===== config.mk =====
export PLATFORM = sky130hd
export DESIGN_NAME = error_corrector_host
export DESIGN_NICKNAME = d
export VERILOG_FILES = /design/src/verilog/error_corrector_host_pkg.sv /design/src/verilog/store_mem.sv /design/src/verilog/error_corrector_host.sv
export VERILOG_INCLUDE_DIRS = /design/src /design/src/verilog
export SDC_FILE = /design/constraint.sdc
export NUM_CORES = 1
export LEC_CHECK = 0
export ABC_AREA = 1
export BUFFER_PORTS_ARGS = -buffer_cell sky130_fd_sc_hd__buf_2
export CORE_UTILIZATION = 61
export CTS_BUF_LIST = sky130_fd_sc_hd__clkbuf_4 sky130_fd_sc_hd__clkbuf_8 sky130_fd_sc_hd__clkbuf_16
export DETAILED_ROUTE_END_ITERATION = 16
export PLACE_DENSITY = 0.8
export SKIP_CTS_REPAIR_TIMING = 1
export SLEW_MARGIN = 20
export SYNTH_ARGS = -nofsm -noshare
export SYNTH_HDL_FRONTEND = slang
export SYNTH_SLANG_ARGS = --single-unit
export TNS_END_PERCENT = 5

===== constraint.sdc =====
create_clock -name mclk_in -period 4.1 [get_ports mclk_in]
set_clock_uncertainty 0.1 [all_clocks]
set_input_delay 0.615 -clock mclk_in [delete_from_list [all_inputs] [get_ports mclk_in]]
set_output_delay 0.615 -clock mclk_in [all_outputs]
set_load 0.01 [all_outputs]

===== src/verilog/error_corrector_host_defines.svh =====
/*
  Constants for the controller that drives the 32-bit error corrector through its pins.
  Assumes the error corrector is an external clockless part whose pins are sampled on mclk_in.
*/
`ifndef ERROR_CORRECTOR_HOST_DEFINES_SVH
`define ERROR_CORRECTOR_HOST_DEFINES_SVH
`define MODE_GEN      2'b00
`define MODE_DIAG     2'b01
`define MODE_FLAG     2'b10
`define MODE_CORRECT  2'b11
`define SETTLE_NS     40
`define CLK_NS        50
`define SETTLE_CYC    (((`SETTLE_NS) + (`CLK_NS) - 1) / (`CLK_NS))
`define DATA_W        32
`define CHECK_W       7
`define BYTE_N        4
`define STORE_DEPTH   16
`define ADDR_W        4
`endif


===== src/verilog/error_corrector_host_pkg.sv =====
/*
  Types for the error corrector controller.
  Assumes error_corrector_host_defines.svh is included before use.
*/
package error_corrector_host_pkg;
  typedef enum logic [3:0] {
    ST_IDLE,
    ST_WGEN,
    ST_WSTORE,
    ST_RFLAG,
    ST_RLATCH,
    ST_RHOLD,
    ST_RCORR,
    ST_MGEN,
    ST_DIAG,
    ST_DONE
  } host_state_t;
  typedef enum logic [1:0] {
    OP_WRITE,
    OP_READ,
    OP_MODIFY,
    OP_DIAG
  } host_op_t;
endpackage


===== src/verilog/store_mem.sv =====
/*
  Small memory holding 39-bit stored words (data plus check).
  Assumes a single clock; read data is registered.
*/
`timescale 1ns/10ps
`include "error_corrector_host_defines.svh"
module store_mem #(
  parameter int WIDTH = `DATA_W + `CHECK_W,
  parameter int DEPTH = `STORE_DEPTH,
  parameter int AW    = `ADDR_W
) (
  input  wire logic             mclk_in,
  input  wire logic             ce_in,
  input  wire logic             wr_in,
  input  wire logic [AW-1:0]    addr_in,
  input  wire logic [WIDTH-1:0] wdata_in,
  output logic      [WIDTH-1:0] rdata_out
);
  logic [WIDTH-1:0] mem_r [DEPTH];
  always_ff @(posedge mclk_in)
  begin
    if (ce_in)
    begin
      if (wr_in)
        mem_r[addr_in] <= wdata_in;
      rdata_out <= mem_r[addr_in];
    end
  end
endmodule


===== src/verilog/error_corrector_host.sv =====
/*
  Controller that runs the external 32-bit error corrector for write, read,
  byte merge and diagnostic cycles, keeping stored words in a local memory.
  Assumes all device outputs are stable and synchronous to mclk_in.
*/
`timescale 1ns/10ps
`include "error_corrector_host_defines.svh"
module error_corrector_host #(
  parameter int SETTLE = `SETTLE_CYC
) (
  input  wire logic                         mclk_in,
  input  wire logic                         srst_in,
  input  wire logic                         ce_in,
  input  wire logic                         req_in,
  input  wire error_corrector_host_pkg::host_op_t      op_in,
  input  wire logic [`ADDR_W-1:0]           addr_in,
  input  wire logic [`DATA_W-1:0]           wdata_in,
  input  wire logic [`BYTE_N-1:0]           byte_sel_in,
  input  wire logic [`CHECK_W-1:0]          diag_check_in,
  output logic                              busy_out,
  output logic                              done_out,
  output logic [`DATA_W-1:0]                rdata_out,
  output logic [`CHECK_W-1:0]               syndrome_out,
  output logic                              single_err_out,
  output logic                              multi_err_out,
  output logic                              mode_select0,
  output logic                              mode_select1,
  output logic                              output_latch_hold,
  output logic [`BYTE_N-1:0]                byte_drive_enable_n,
  output logic                              check_port_drive_enable_n,
  input  wire logic [`DATA_W-1:0]           data_port_in,
  output logic [`DATA_W-1:0]                data_port_out,
  output logic [`DATA_W/8-1:0]              data_port_oe,
  input  wire logic [`CHECK_W-1:0]          check_port_in,
  output logic [`CHECK_W-1:0]               check_port_out,
  output logic                              check_port_oe,
  input  wire logic                         single_error_flag_n,
  input  wire logic                         multi_error_flag_n
);
  import error_corrector_host_pkg::*;
  localparam int CW = $clog2(SETTLE + 2);
  host_state_t                state_r, state_nxt;
  host_op_t                   op_r, op_nxt;
  logic [CW-1:0]              cnt_r, cnt_nxt;
  logic [1:0]                 mode_r, mode_nxt;
  logic                       hold_r, hold_nxt;
  logic [`BYTE_N-1:0]         ben_r, ben_nxt;
  logic                       cben_r, cben_nxt;
  logic [`DATA_W-1:0]         dout_r, dout_nxt;
  logic [`BYTE_N-1:0]         doe_r, doe_nxt;
  logic [`CHECK_W-1:0]        cout_r, cout_nxt;
  logic                       coe_r, coe_nxt;
  logic [`ADDR_W-1:0]         addr_r, addr_nxt;
  logic [`DATA_W-1:0]         wd_r, wd_nxt;
  logic [`BYTE_N-1:0]         bsel_r, bsel_nxt;
  logic [`DATA_W-1:0]         rd_r, rd_nxt;
  logic [`CHECK_W-1:0]        syn_r, syn_nxt;
  logic                       serr_r, serr_nxt;
  logic                       multi_error_flag_n_r, multi_error_flag_n_nxt;
  logic                       done_r, done_nxt;
  logic                       mem_wr;
  logic [`DATA_W+`CHECK_W-1:0] mem_rd;
  logic [`DATA_W-1:0]         merged;
  logic                       settled;
  logic [`ADDR_W-1:0]         mem_addr;

  store_mem u_mem (
    .mclk_in   (mclk_in),
    .ce_in     (ce_in),
    .wr_in     (mem_wr),
    .addr_in   (mem_addr),
    .wdata_in  ({check_port_in, data_port_in}),
    .rdata_out (mem_rd)
  );

  assign settled = (cnt_r == CW'(SETTLE));
  // Memory reads the requested word while idle so it is ready on the first drive cycle
  assign mem_addr = (state_r == ST_IDLE) ? addr_in : addr_r;
  // Byte merge: chosen bytes come from the user, the rest pass from the latch
  genvar g;
  generate
    for (g = 0; g < `BYTE_N; g++)
    begin : g_merge
      assign merged[g*8 +: 8] = bsel_r[g] ? wd_r[g*8 +: 8] : rd_r[g*8 +: 8];
      assign data_port_oe[g] = doe_r[g];
    end
  endgenerate

  always_comb
  begin
    state_nxt = state_r;
    op_nxt    = op_r;
    cnt_nxt   = settled ? cnt_r : cnt_r + CW'(1);
    mode_nxt  = mode_r;
    hold_nxt  = hold_r;
    ben_nxt   = ben_r;
    cben_nxt  = cben_r;
    dout_nxt  = dout_r;
    doe_nxt   = doe_r;
    cout_nxt  = cout_r;
    coe_nxt   = coe_r;
    addr_nxt  = addr_r;
    wd_nxt    = wd_r;
    bsel_nxt  = bsel_r;
    rd_nxt    = rd_r;
    syn_nxt   = syn_r;
    serr_nxt  = serr_r;
    multi_error_flag_n_nxt  = multi_error_flag_n_r;
    done_nxt  = 1'b0;
    mem_wr    = 1'b0;
    case (state_r)
      ST_IDLE:
      begin
        {mode_nxt, hold_nxt, ben_nxt, cben_nxt} = {`MODE_FLAG, 1'b0, 4'hF, 1'b1};
        doe_nxt = 4'hF;
        coe_nxt = 1'b1;
        if (req_in)
        begin
          op_nxt   = op_in;
          addr_nxt = addr_in;
          wd_nxt   = wdata_in;
          bsel_nxt = byte_sel_in;
          cnt_nxt  = '0;
          if (op_in == OP_WRITE)
          begin
            mode_nxt = `MODE_GEN;
            cben_nxt = 1'b0;
            dout_nxt = wdata_in;
            doe_nxt  = 4'h0;
            state_nxt = ST_WGEN;
          end
          else if (op_in == OP_DIAG)
          begin
            mode_nxt = `MODE_DIAG;
            dout_nxt = wdata_in;
            doe_nxt  = 4'h0;
            cout_nxt = diag_check_in;
            coe_nxt  = 1'b0;
            state_nxt = ST_DIAG;
          end
          else
            state_nxt = ST_RFLAG;
        end
      end
      ST_WGEN:
        if (settled)
        begin
          mem_wr    = 1'b1;
          state_nxt = ST_WSTORE;
        end
      ST_WSTORE:
        state_nxt = ST_DONE;
      ST_RFLAG:
      begin
        // Word from memory drives the device pins in read-and-flag mode
        dout_nxt = mem_rd[`DATA_W-1:0];
        cout_nxt = mem_rd[`DATA_W +: `CHECK_W];
        doe_nxt  = 4'h0;
        coe_nxt  = 1'b0;
        if (settled)
        begin
          serr_nxt  = ~single_error_flag_n;
          multi_error_flag_n_nxt  = ~multi_error_flag_n;
          mode_nxt  = `MODE_CORRECT;
          cnt_nxt   = '0;
          state_nxt = ST_RLATCH;
        end
      end
      ST_RLATCH:
        if (settled)
        begin
          doe_nxt   = 4'hF;
          coe_nxt   = 1'b1;
          cnt_nxt   = '0;
          state_nxt = ST_RHOLD;
        end
      ST_RHOLD:
        if (settled)
        begin
          hold_nxt  = 1'b1;
          ben_nxt   = 4'h0;
          cben_nxt  = 1'b0;
          cnt_nxt   = '0;
          state_nxt = ST_RCORR;
        end
      ST_RCORR:
        if (settled)
        begin
          rd_nxt  = data_port_in;
          syn_nxt = check_port_in;
          ben_nxt = 4'hF;
          cben_nxt = 1'b1;
          cnt_nxt = '0;
          if (op_r == OP_MODIFY && !multi_error_flag_n_r)
          begin
            mode_nxt  = `MODE_GEN;
            ben_nxt   = bsel_r;
            cben_nxt  = 1'b0;
            state_nxt = ST_MGEN;
          end
          else
            state_nxt = ST_DONE;
        end
      ST_MGEN:
      begin
        dout_nxt = merged;
        doe_nxt  = ~bsel_r;
        if (settled)
        begin
          mem_wr    = 1'b1;
          rd_nxt    = data_port_in;
          state_nxt = ST_DONE;
        end
      end
      ST_DIAG:
        if (settled)
        begin
          serr_nxt  = ~single_error_flag_n;
          multi_error_flag_n_nxt  = ~multi_error_flag_n;
          mode_nxt  = `MODE_CORRECT;
          cnt_nxt   = '0;
          state_nxt = ST_RLATCH;
          op_nxt    = OP_READ;
        end
      default:
      begin
        done_nxt  = 1'b1;
        state_nxt = ST_IDLE;
      end
    endcase
  end

  always_ff @(posedge mclk_in)
  begin
    if (srst_in)
    begin
      state_r <= ST_IDLE;
      op_r    <= OP_WRITE;
      cnt_r   <= '0;
      mode_r  <= `MODE_FLAG;
      hold_r  <= 1'b0;
      ben_r   <= 4'hF;
      cben_r  <= 1'b1;
      dout_r  <= '0;
      doe_r   <= 4'hF;
      cout_r  <= '0;
      coe_r   <= 1'b1;
      addr_r  <= '0;
      wd_r    <= '0;
      bsel_r  <= '0;
      rd_r    <= '0;
      syn_r   <= '0;
      serr_r  <= 1'b0;
      multi_error_flag_n_r  <= 1'b0;
      done_r  <= 1'b0;
    end
    else if (ce_in)
    begin
      state_r <= state_nxt;
      op_r    <= op_nxt;
      cnt_r   <= cnt_nxt;
      mode_r  <= mode_nxt;
      hold_r  <= hold_nxt;
      ben_r   <= ben_nxt;
      cben_r  <= cben_nxt;
      dout_r  <= dout_nxt;
      doe_r   <= doe_nxt;
      cout_r  <= cout_nxt;
      coe_r   <= coe_nxt;
      addr_r  <= addr_nxt;
      wd_r    <= wd_nxt;
      bsel_r  <= bsel_nxt;
      rd_r    <= rd_nxt;
      syn_r   <= syn_nxt;
      serr_r  <= serr_nxt;
      multi_error_flag_n_r  <= multi_error_flag_n_nxt;
      done_r  <= done_nxt;
    end
  end

  assign busy_out                  = (state_r != ST_IDLE);
  assign done_out                  = done_r;
  assign rdata_out                 = rd_r;
  assign syndrome_out              = syn_r;
  assign single_err_out            = serr_r;
  assign multi_err_out             = multi_error_flag_n_r;
  assign {mode_select1, mode_select0} = mode_r;
  assign output_latch_hold         = hold_r;
  assign byte_drive_enable_n       = ben_r;
  assign check_port_drive_enable_n = cben_r;
  assign data_port_out             = dout_r;
  assign check_port_out            = cout_r;
  assign check_port_oe             = coe_r;

  gen_mode_a: assert property (@(posedge mclk_in) disable iff (srst_in)
    (state_r == ST_WGEN) |-> (mode_r == `MODE_GEN))
    else $error("write not in generate mode");
  corr_mode_a: assert property (@(posedge mclk_in) disable iff (srst_in)
    (state_r == ST_RCORR) |-> (mode_r == `MODE_CORRECT) && !cben_r && hold_r)
    else $error("correction step not set up");
  pin_clash_a: assert property (@(posedge mclk_in) disable iff (srst_in)
    !cben_r |-> coe_r)
    else $error("check port driven by both ends");
  byte_clash_a: assert property (@(posedge mclk_in) disable iff (srst_in)
    (~ben_r & ~doe_r) == 4'h0)
    else $error("data byte driven by both ends");
  latch_hold_a: assert property (@(posedge mclk_in) disable iff (srst_in)
    $rose(hold_r) |-> $past(state_r) == ST_RHOLD)
    else $error("output latch held outside hold step");
  store_write_a: assert property (@(posedge mclk_in) disable iff (srst_in)
    mem_wr && ce_in |-> settled && !cben_r && mode_r == `MODE_GEN)
    else $error("store without generated check word");
  flag_take_a: assert property (@(posedge mclk_in) disable iff (srst_in)
    ce_in && state_r == ST_RFLAG && settled |=> serr_r == $past(!single_error_flag_n))
    else $error("single flag not captured");
  done_pulse_a: assert property (@(posedge mclk_in) disable iff (srst_in)
    done_r |=> !done_r)
    else $error("done longer than one cycle");
endmodule


==> summary.md, run 1 <==
| Metric | Value |
|---|---|
| Row Count | `86` |
| Crit-path max FO | `24` |
| Skew-Pair Late Insertion Delay | `0.64 ns` |
| Initial antenna violation count | `8` |
| Routed Wire Length | `about 91000 um` |
| CP required | `about 4.3 ns` |
| TritonCTS sink count | `just over 800` |
| Post-synth net total | `around 3.6k` |
| Endpoints failing setup | `0` |
| Worst Hold Path EP | `single_err_out$_SDFFE_PP0P_` |
| Cell Pwr Density | `between 600 and 700 mW/mm2` |
| WP buf/inv | `2` |
| Fmax achieved | `approximately 300 MHz` |
| H-tree Lvls | `3` |
| Slack of the critical path | `slightly above 0.8 ns` |
| Post-synthesis sequential area ratio | `66.3%` |
| Crit path max-delay family | `simple AND/OR/NAND/NOR gates` |
| Final net count | `roughly 3.7k` |
| Cts bufs inserted | `81` |
| Cells after Synth | `approximately 3.5k` |
| Yosys top cell area share | `58.0%` |
| Global route overflow | `0` |
| Peak VDD IR | `about 0.63 mV` |
| Total Die Area | `roughly 0.057 mm2` |
| Slew HR | `between 20% and 30%` |
| Worst hold path class | `in -> reg` |
| Max-Cap Viols | `0` |
| Die X | `between 200 and 250 um` |
| Share of layout cells above drive strength 1 | `a little under an eighth` |
| Place WS | `approximately 0.84 ns` |
| DR vias/cell | `~5.9` |
| Vias in the first global route | `between 20k and 25k` |
| RD Place Congestion | `slightly below 0.9` |
| TNS Setup | `0 ns` |
| R2r setup slk | `0.81 ns` |
| Fin. Hold Viols | `0` |
| Fin. max-slew vios | `0` |
| Tmin final | `between 3 and 4 ns` |
| First-pass GRT wire length | `roughly 140000 um` |
| Antenna-violating nets left | `0` |
| P_leak | `0.0160 uW` |
| Tightest Pin Transition | `between 1 and 1.5 ns` |
| Synth warn | `0` |
| Synth Register Bits | `around 810` |
| DP Wirelength | `~50000 um` |
| Reg2reg end | `u_mem.mem_r[12][37]$_DFFE_PP_` |
| Hold_sp | `single_error_flag_n` |
| Avg WL per Cell | `20.4 um` |
| Outcome | `complete, no violations` |
| Root Driver | `clkbuf_16` |
| Setup CP Type | `reg -> reg` |
| Vias | `approximately 26k` |
| Die H | `239 um` |
| Tot GR Track Use | `around a third` |
| PortBufs | `roughly 190` |
| WHS Path Cells | `2` |
| Most frequent cell on the critical path | `buf_4` |
| CP max stage cell | `nor2_4` |
| Main area contributors after synthesis | `edfxtp_1 (58%), nand2_1 (15%), dfxtp_1 (8.3%)` |
| Clock Path Buffers | `3` |
| CP cell instances | `nor2_1 -> nand2_2 -> buf_4 -> o21ai_4 -> nand3_1 -> nor2_4 -> buf_4` |
| # DRC | `0` |
| Area growth, synth to finish | `12.6%` |
| Worst path arrival time | `3.47 ns` |
| Period Utilization, post-route | `80.2%` |
| Endpoint class of the critical path | `flop` |
| R2R depth | `7` |
| Reg clk slew, reported paths | `approximately 0.060 ns` |
| Cell area after synthesis | `approximately 0.034 mm2` |
| Post-synth top area cell | `edfxtp_1` |
| Initial core utilization | `roughly 62%` |
| Largest net degree at the start of global routing | `216` |
| Syn Area/Cell | `9.77 um2` |
| Largest stage delay, worst path | `approximately 0.59 ns` |
| Hold_ws | `approximately 0.058 ns` |
| CTS tree | `done` |
| Worst Setup Start Kind | `flop` |
| Worst flop-to-flop path startpoint | `state_r[3]$_SDFFE_PP0P_` |
| Iter 0 DRT Violations | `roughly 3.1k` |
| Placed insts | `about 4.3k` |
| Drt pass-1 iters | `5` |
| RSZ-0062 raised after global routing | `no` |
| Core area | `around 0.055 mm2` |
| # IOs | `about 190` |
| Distinct cells, synth | `29` |
| Finished Layout Cells | `4445` |
-- synthesized netlist by cell type (all sizes together) --
| library cell | n |
|---|---|
| nand2 | 1393 |
| edfxtp | 663 |
| nand3 | 443 |
| nor2 | 173 |
| inv | 149 |
| o21ai | 146 |
| dfxtp | 142 |
| buf | 136 |
| a21oi | 105 |
| clkbuf | 80 |
| nor3 | 35 |
| a22o | 31 |
| clkinv | 6 |
| ha | 3 |
| nand3b | 2 |
| a22oi | 1 |
| a31oi | 1 |
| o2111ai | 1 |
| o211ai | 1 |
| o21bai | 1 |
-- sequential cells by signal, summed over array words and instances (netlist names), 7 cells and up --
signal,flops
u_mem.mem_r,624
check_port_out,7
rdata_out,32
data_port_out,32
syndrome_out,7
wd_r,32
u_mem.rdata_out,39
-- cell type report --
cell class	count	area [um2]
flip-flops and latches	805	22800
well taps	748	936
diodes	5	12.5
inverters	155	586
multi-input cells	2336	10100
fillers	3960	16700
clock buffers	97	2170
repair buffers	248	1520
clock inverters	51	542
-- per-layer routing --
metal	share of wire, %	vias to the layer above	track usage, %
met5	0.042	-	0
met2	46	1701	50.1
met3	12	171	6.13
met4	2.5	6	10.8
li1	-	12001	-
met1	39	12174	44.6
-- report_power, final --
group | internal (uW) | switching (uW)
Sequential | 9390 | 372
Combinational | 1800 | 4750
Clock | 4430 | 3100
Total | 15600 | 8230
-- through the flow --
stage / util (%) / cell area (um2) / total power [uW]
finish: 69.9 / 38600 / 23800
global route: 69.9 / 38600 / 24900
CTS: 69.8 / 38600 / 23800
detailed placement: 64.9 / 35900 / 16300
global placement: 64.9 / 35900 / 16100
floorplan: - / 34300 / 14300
-- worst max-delay path by stage --
stage | from | to | slack [ns] | depth (start not counted)
finish | state_r[3]$_SDFFE_PP0P_ | u_mem.mem_r[12][37]$_DFFE_PP_ | 0.81 | 7
global route | state_r[3]$_SDFFE_PP0P_ | u_mem.mem_r[12][37]$_DFFE_PP_ | 0.70 | 7
CTS | state_r[3]$_SDFFE_PP0P_ | u_mem.mem_r[12][37]$_DFFE_PP_ | 0.83 | 7
detailed placement | state_r[3]$_SDFFE_PP0P_ | u_mem.mem_r[12][37]$_DFFE_PP_ | 0.84 | 7
global placement | state_r[3]$_SDFFE_PP0P_ | u_mem.mem_r[12][37]$_DFFE_PP_ | 0.95 | 7
floorplan | state_r[0]$_SDFFE_PP0P_ | u_mem.mem_r[2][0]$_DFFE_PP_ | 0.43 | 10
-- logic make-up (layout without fill, tap and decap cells) --
| logic type | Yosys count | count (layout) | synth area share [%] |
|---|---|---|---|
| and+or+nand+nor | 2046 | 2046 | 24.2 |
| DFF | 805 | 805 | 66.3 |
| buffers and inverters | 371 | 551 | 4.76 |
| AOI/OAI and AO/OA | 287 | 287 | 4.62 |
| adders and majority gates | 3 | 3 | 0.109 |
| other | 0 | 5 | 0 |
-- layout by cell type (no fill, tap or decap), types with 14 or more instances in the layout --
cell	Yosys	final
nand2_1	1391	1387
edfxtp_1	663	663
nand3_1	443	441
buf_2	101	188
nor2_1	172	151
inv_1	145	145
dfxtp_1	142	142
o21ai_0	138	138
a21oi_1	105	105
clkbuf_16	0	82
buf_4	8	50
nor3_1	35	35
a22o_1	31	31
nor2_4	1	22
clkinv_1	6	19
clkinv_2	0	17
clkbuf_4	0	14
(Power assumes the default switching activity.)
==> run 2, diff against run 1 <==
--- a/config.mk
+++ b/config.mk
@@ -6,7 +6,7 @@
 export SDC_FILE = /design/constraint.sdc
 export NUM_CORES = 1
 export LEC_CHECK = 0
-export ABC_AREA = 1
+export ABC_AREA = 0
 export BUFFER_PORTS_ARGS = -buffer_cell sky130_fd_sc_hd__buf_2
 export CORE_UTILIZATION = 61
 export CTS_BUF_LIST = sky130_fd_sc_hd__clkbuf_4 sky130_fd_sc_hd__clkbuf_8 sky130_fd_sc_hd__clkbuf_16
==> constraint.sdc (replaced) <==
create_clock -name mclk_in -period 3.4 [get_ports mclk_in]
set_clock_uncertainty 0.1 [all_clocks]
set_input_delay 0.51 -clock mclk_in [delete_from_list [all_inputs] [get_ports mclk_in]]
set_output_delay 0.51 -clock mclk_in [all_outputs]
set_load 0.01 [all_outputs]
==> run 2 against run 1 <==
  * Synthesized area is 7.1% lower
  * Die area fell by 7.0%
  * Highest routed layer unchanged
  * Combinational power shrank 18%
  * Maximum frequency is 1.0% higher
  * Critical endpoint is now u_mem.rdata_out[2]$_DFFE_PP_
==> summary.md, run 2 <==
| Metric | Value |
|---|---|
| Outcome | `complete, no violations (unchanged)` |
| Distinct cells, synth | `57 (was 29)` |
| Root Driver | `clkbuf_16 (unchanged)` |
| Die X | `231 um (was 239 um)` |
| Share of layout cells above drive strength 1 | `17.7% (was 11.4%)` |
| Hold_sp | `byte_sel_in[2] (was single_error_flag_n)` |
| Setup CP Type | `reg -> reg (unchanged)` |
| Worst Hold Path EP | `bsel_r[2]$_SDFFE_PP0P_ (was single_err_out$_SDFFE_PP0P_)` |
| Crit path max-delay family | `buffers and inverters (was simple AND/OR/NAND/NOR gates)` |
| Skew-Pair Late Insertion Delay | `0.62 ns (was 0.64 ns)` |
| Post-synthesis sequential area ratio | `71.4% (was 66.3%)` |
| Core area | `0.0515 mm2 (was 0.0553 mm2)` |
| Total power | `25300 uW (was 23800 uW)` |
| Top-count cell post-synth | `edfxtp_1 (was nand2_1)` |
| Final net count | `2538 (was 3724)` |
| P_leak | `0.0132 uW (was 0.0160 uW)` |
| Syn Area/Cell | `14.2 um2 (was 9.77 um2)` |
| Post-synth net total | `2345 (was 3609)` |
| DP Wirelength | `51000 um (was 48900 um)` |
| Die H | `231 um (was 239 um)` |
| Vias in the first global route | `20.3k (was 24.2k)` |
| Area growth, synth to finish | `14.8% (was 12.6%)` |
| Initial core utilization | `61.9% (was 62.0%)` |
| Place WS | `0.119 ns (was 0.840 ns)` |
| Initial antenna violation count | `7 (was 8)` |
| Worst Setup Start Kind | `flop (unchanged)` |
| Hold_ws | `0.0382 ns (was 0.0576 ns)` |
| Row Count | `83 (was 86)` |
| R2r setup slk | `0.14 ns (was 0.81 ns)` |
| First-pass GRT wire length | `125000 um (was 139000 um)` |
| CP cell instances | `nor4_4 -> buf_12 -> mux2i_4 -> buf_4 -> nor2_4 -> buf_12 -> a221oi_1 -> a311o_1 (was nor2_1 -> nand2_2 -> buf_4 -> o21ai_4 -> nand3_1 -> nor2_4 -> buf_4)` |
| # IOs | `189 (unchanged)` |
| Tightest Pin Transition | `0.971 ns (was 1.11 ns)` |
| Most frequent cell on the critical path | `buf_12 (was buf_4)` |
| TNS Setup | `0 ns (unchanged)` |
| Fmax achieved | `307 MHz (was 304 MHz)` |
| Period Utilization, post-route | `95.8% (was 80.2%)` |
| Antenna-violating nets left | `0 (unchanged)` |
| Global route overflow | `0 (unchanged)` |
| Register bank with the most flops | `u_mem.mem_r (unchanged)` |
| CTS tree | `done (unchanged)` |
| Peak VDD IR | `0.508 mV (was 0.629 mV)` |
| WHS Path Cells | `3 (was 2)` |
| Tot GR Track Use | `31.8% (about the same)` |
| Yosys top cell area share | `62.5% (was 58.0%)` |
| Worst hold path class | `in -> reg (unchanged)` |
| Cell area after synthesis | `0.0319 mm2 (was 0.0343 mm2)` |
| Vias | `21.2k (was 26.1k)` |
| Endpoint class of the critical path | `flop (unchanged)` |
| Reg clk slew, reported paths | `0.06 ns (about the same)` |
| Commonest non-fill, non-tap cell in the layout | `edfxtp_1 (was nand2_1)` |
| Biggest regs | `u_mem.mem_r x624, u_mem.rdata_out x39 (unchanged)` |
| Crit-path max FO | `46 (was 24)` |
| Main area contributors after synthesis | `edfxtp_1 (62%), dfxtp_1 (8.9%), mux2i_1 (8.8%) (was edfxtp_1 (58%), nand2_1 (15%), dfxtp_1 (8.3%))` |
| Largest net degree at the start of global routing | `113 (was 216)` |
| WP buf/inv | `3 (was 2)` |
| Synth warn | `0 (unchanged)` |
| Worst flop-to-flop path startpoint | `state_r[3]$_SDFFE_PP0P_ (unchanged)` |
| Routed Wire Length | `84900 um (was 90500 um)` |
| Cell Pwr Density | `691 mW/mm2 (was 617 mW/mm2)` |
| Max reg flops | `624 (unchanged)` |
| Reg2reg end | `u_mem.rdata_out[2]$_DFFE_PP_ (was u_mem.mem_r[12][37]$_DFFE_PP_)` |
| R2R depth | `8 (was 7)` |
| Avg WL per Cell | `26.7 um (was 20.4 um)` |
| TritonCTS sink count | `805 (unchanged)` |
| RSZ-0062 raised after global routing | `no (unchanged)` |
| H-tree Lvls | `3 (unchanged)` |
| Fin. max-slew vios | `0 (unchanged)` |
| Number of flops mapped to enable cells by yosys | `663 (unchanged)` |
| CP required | `3.76 ns (was 4.28 ns)` |
| Slew HR | `34.3% (was 26.3%)` |
| DR vias/cell | `6.65 (was 5.86)` |
| Tmin final | `3.26 ns (was 3.29 ns)` |
| Cts bufs inserted | `77 (was 81)` |
| Clock Path Buffers | `3 (unchanged)` |
| Total Die Area | `0.0532 mm2 (was 0.0572 mm2)` |
| Cell count along the critical path | `8 (was 7)` |
| Worst path arrival time | `3.61 ns (was 3.47 ns)` |
| Drt pass-1 iters | `6 (was 5)` |
| Synth cell count leaders | `edfxtp_1 (663), mux2i_1 (280), nand2_1 (251) (was nand2_1 (1391), edfxtp_1 (663), nand3_1 (443))` |
| Iter 0 DRT Violations | `3002 (was 3122)` |
| Asr flop ratio synth | `0% (unchanged)` |
| Max-Cap Viols | `0 (unchanged)` |
| CP max stage cell | `a221oi_1 (was nor2_4)` |
| Slack of the critical path | `0.143 ns (was 0.810 ns)` |
| Main synth FF type | `edfxtp_1 (unchanged)` |
| Post-synth top area cell | `edfxtp_1 (unchanged)` |
| Largest stage delay, worst path | `0.44 ns (was 0.59 ns)` |
| PortBufs | `188 (unchanged)` |
| Cells after Synth | `2248 (was 3512)` |
| Most frequent cells in the layout | `edfxtp_1 (663), mux2i_1 (278), nand2_1 (251) (was nand2_1 (1387), edfxtp_1 (663), nand3_1 (441))` |
| Endpoints failing setup | `0 (unchanged)` |
| Filler cells | `3227 (was 3960)` |
| # DRC | `0 (unchanged)` |
| Synth Register Bits | `805 (unchanged)` |
| Fin. Hold Viols | `0 (unchanged)` |
| RD Place Congestion | `0.899 (was 0.888)` |
## run 2: through the flow
stage               cell area [um2]  instances  utilization (%)
floorplan                     31900       2248                -
global placement              34100       3042             66.2
detailed placement            34100       3042             66.2
CTS                           36600       3179             71.0
global route                  36600       3181             71.0
finish                        36600       3181             71.0
## run 2: worst min-delay path, cell delays in order
cell,delay [ns]
buf_2,0.10
nand2_1,0.04
a21oi_1,0.05
## run 2: cell families (layout without fill, tap and decap cells)
| family | Yosys count | count (layout) | synth area share (%) |
|---|---|---|---|
| AO/OA/AOI/OAI | 490 | 490 | 10.8 |
| adder cells (fa/ha/maj) | 3 | 3 | 0.118 |
| buffers and inverters | 210 | 461 | 2.78 |
| AND/OR/NAND/NOR | 452 | 452 | 5.91 |
| XOR/XNOR | 4 | 4 | 0.110 |
| flip-flops | 805 | 805 | 71.4 |
| other | 0 | 2 | 0 |
| multiplexers | 284 | 284 | 8.94 |
## run 2: area by class of cell
type | instances | area [um2] | share of cell area, %
diodes | 2 | 5.00 | 0.0137
clock buffers | 101 | 2190 | 5.99
clock inverters | 36 | 278 | 0.759
inverters | 47 | 176 | 0.482
multi-input cells | 1233 | 8450 | 23.1
flip-flops and latches | 805 | 22800 | 62.2
well taps | 680 | 851 | 2.33
repair buffers | 277 | 1890 | 5.16
## run 2: worst max-delay path by stage
| stage | from | end | slack (ns) |
|---|---|---|---|
| floorplan | state_r[0]$_SDFFE_PP0P_ | u_mem.mem_r[13][0]$_DFFE_PP_ | -0.59 |
| global placement | state_r[3]$_SDFFE_PP0P_ | u_mem.rdata_out[34]$_DFFE_PP_ | 0.11 |
| detailed placement | state_r[3]$_SDFFE_PP0P_ | u_mem.rdata_out[5]$_DFFE_PP_ | 0.12 |
| CTS | state_r[3]$_SDFFE_PP0P_ | u_mem.rdata_out[5]$_DFFE_PP_ | 0.07 |
| global route | state_r[3]$_SDFFE_PP0P_ | u_mem.rdata_out[8]$_DFFE_PP_ | 0.06 |
| finish | state_r[3]$_SDFFE_PP0P_ | u_mem.rdata_out[2]$_DFFE_PP_ | 0.14 |
## run 2: where the power goes
| part | switching (uW) | internal (uW) |
|---|---|---|
| Clock | 3550 | 4840 |
| Combinational | 3360 | 2020 |
| Sequential | 358 | 11200 |
## run 2: metal layers
layer / share of wire, % / global-route usage [%]
met1: 38 / 44.3
met2: 47 / 49.9
met3: 12 / 6.67
met4: 2.9 / 11.8
met5: 0.079 / 0
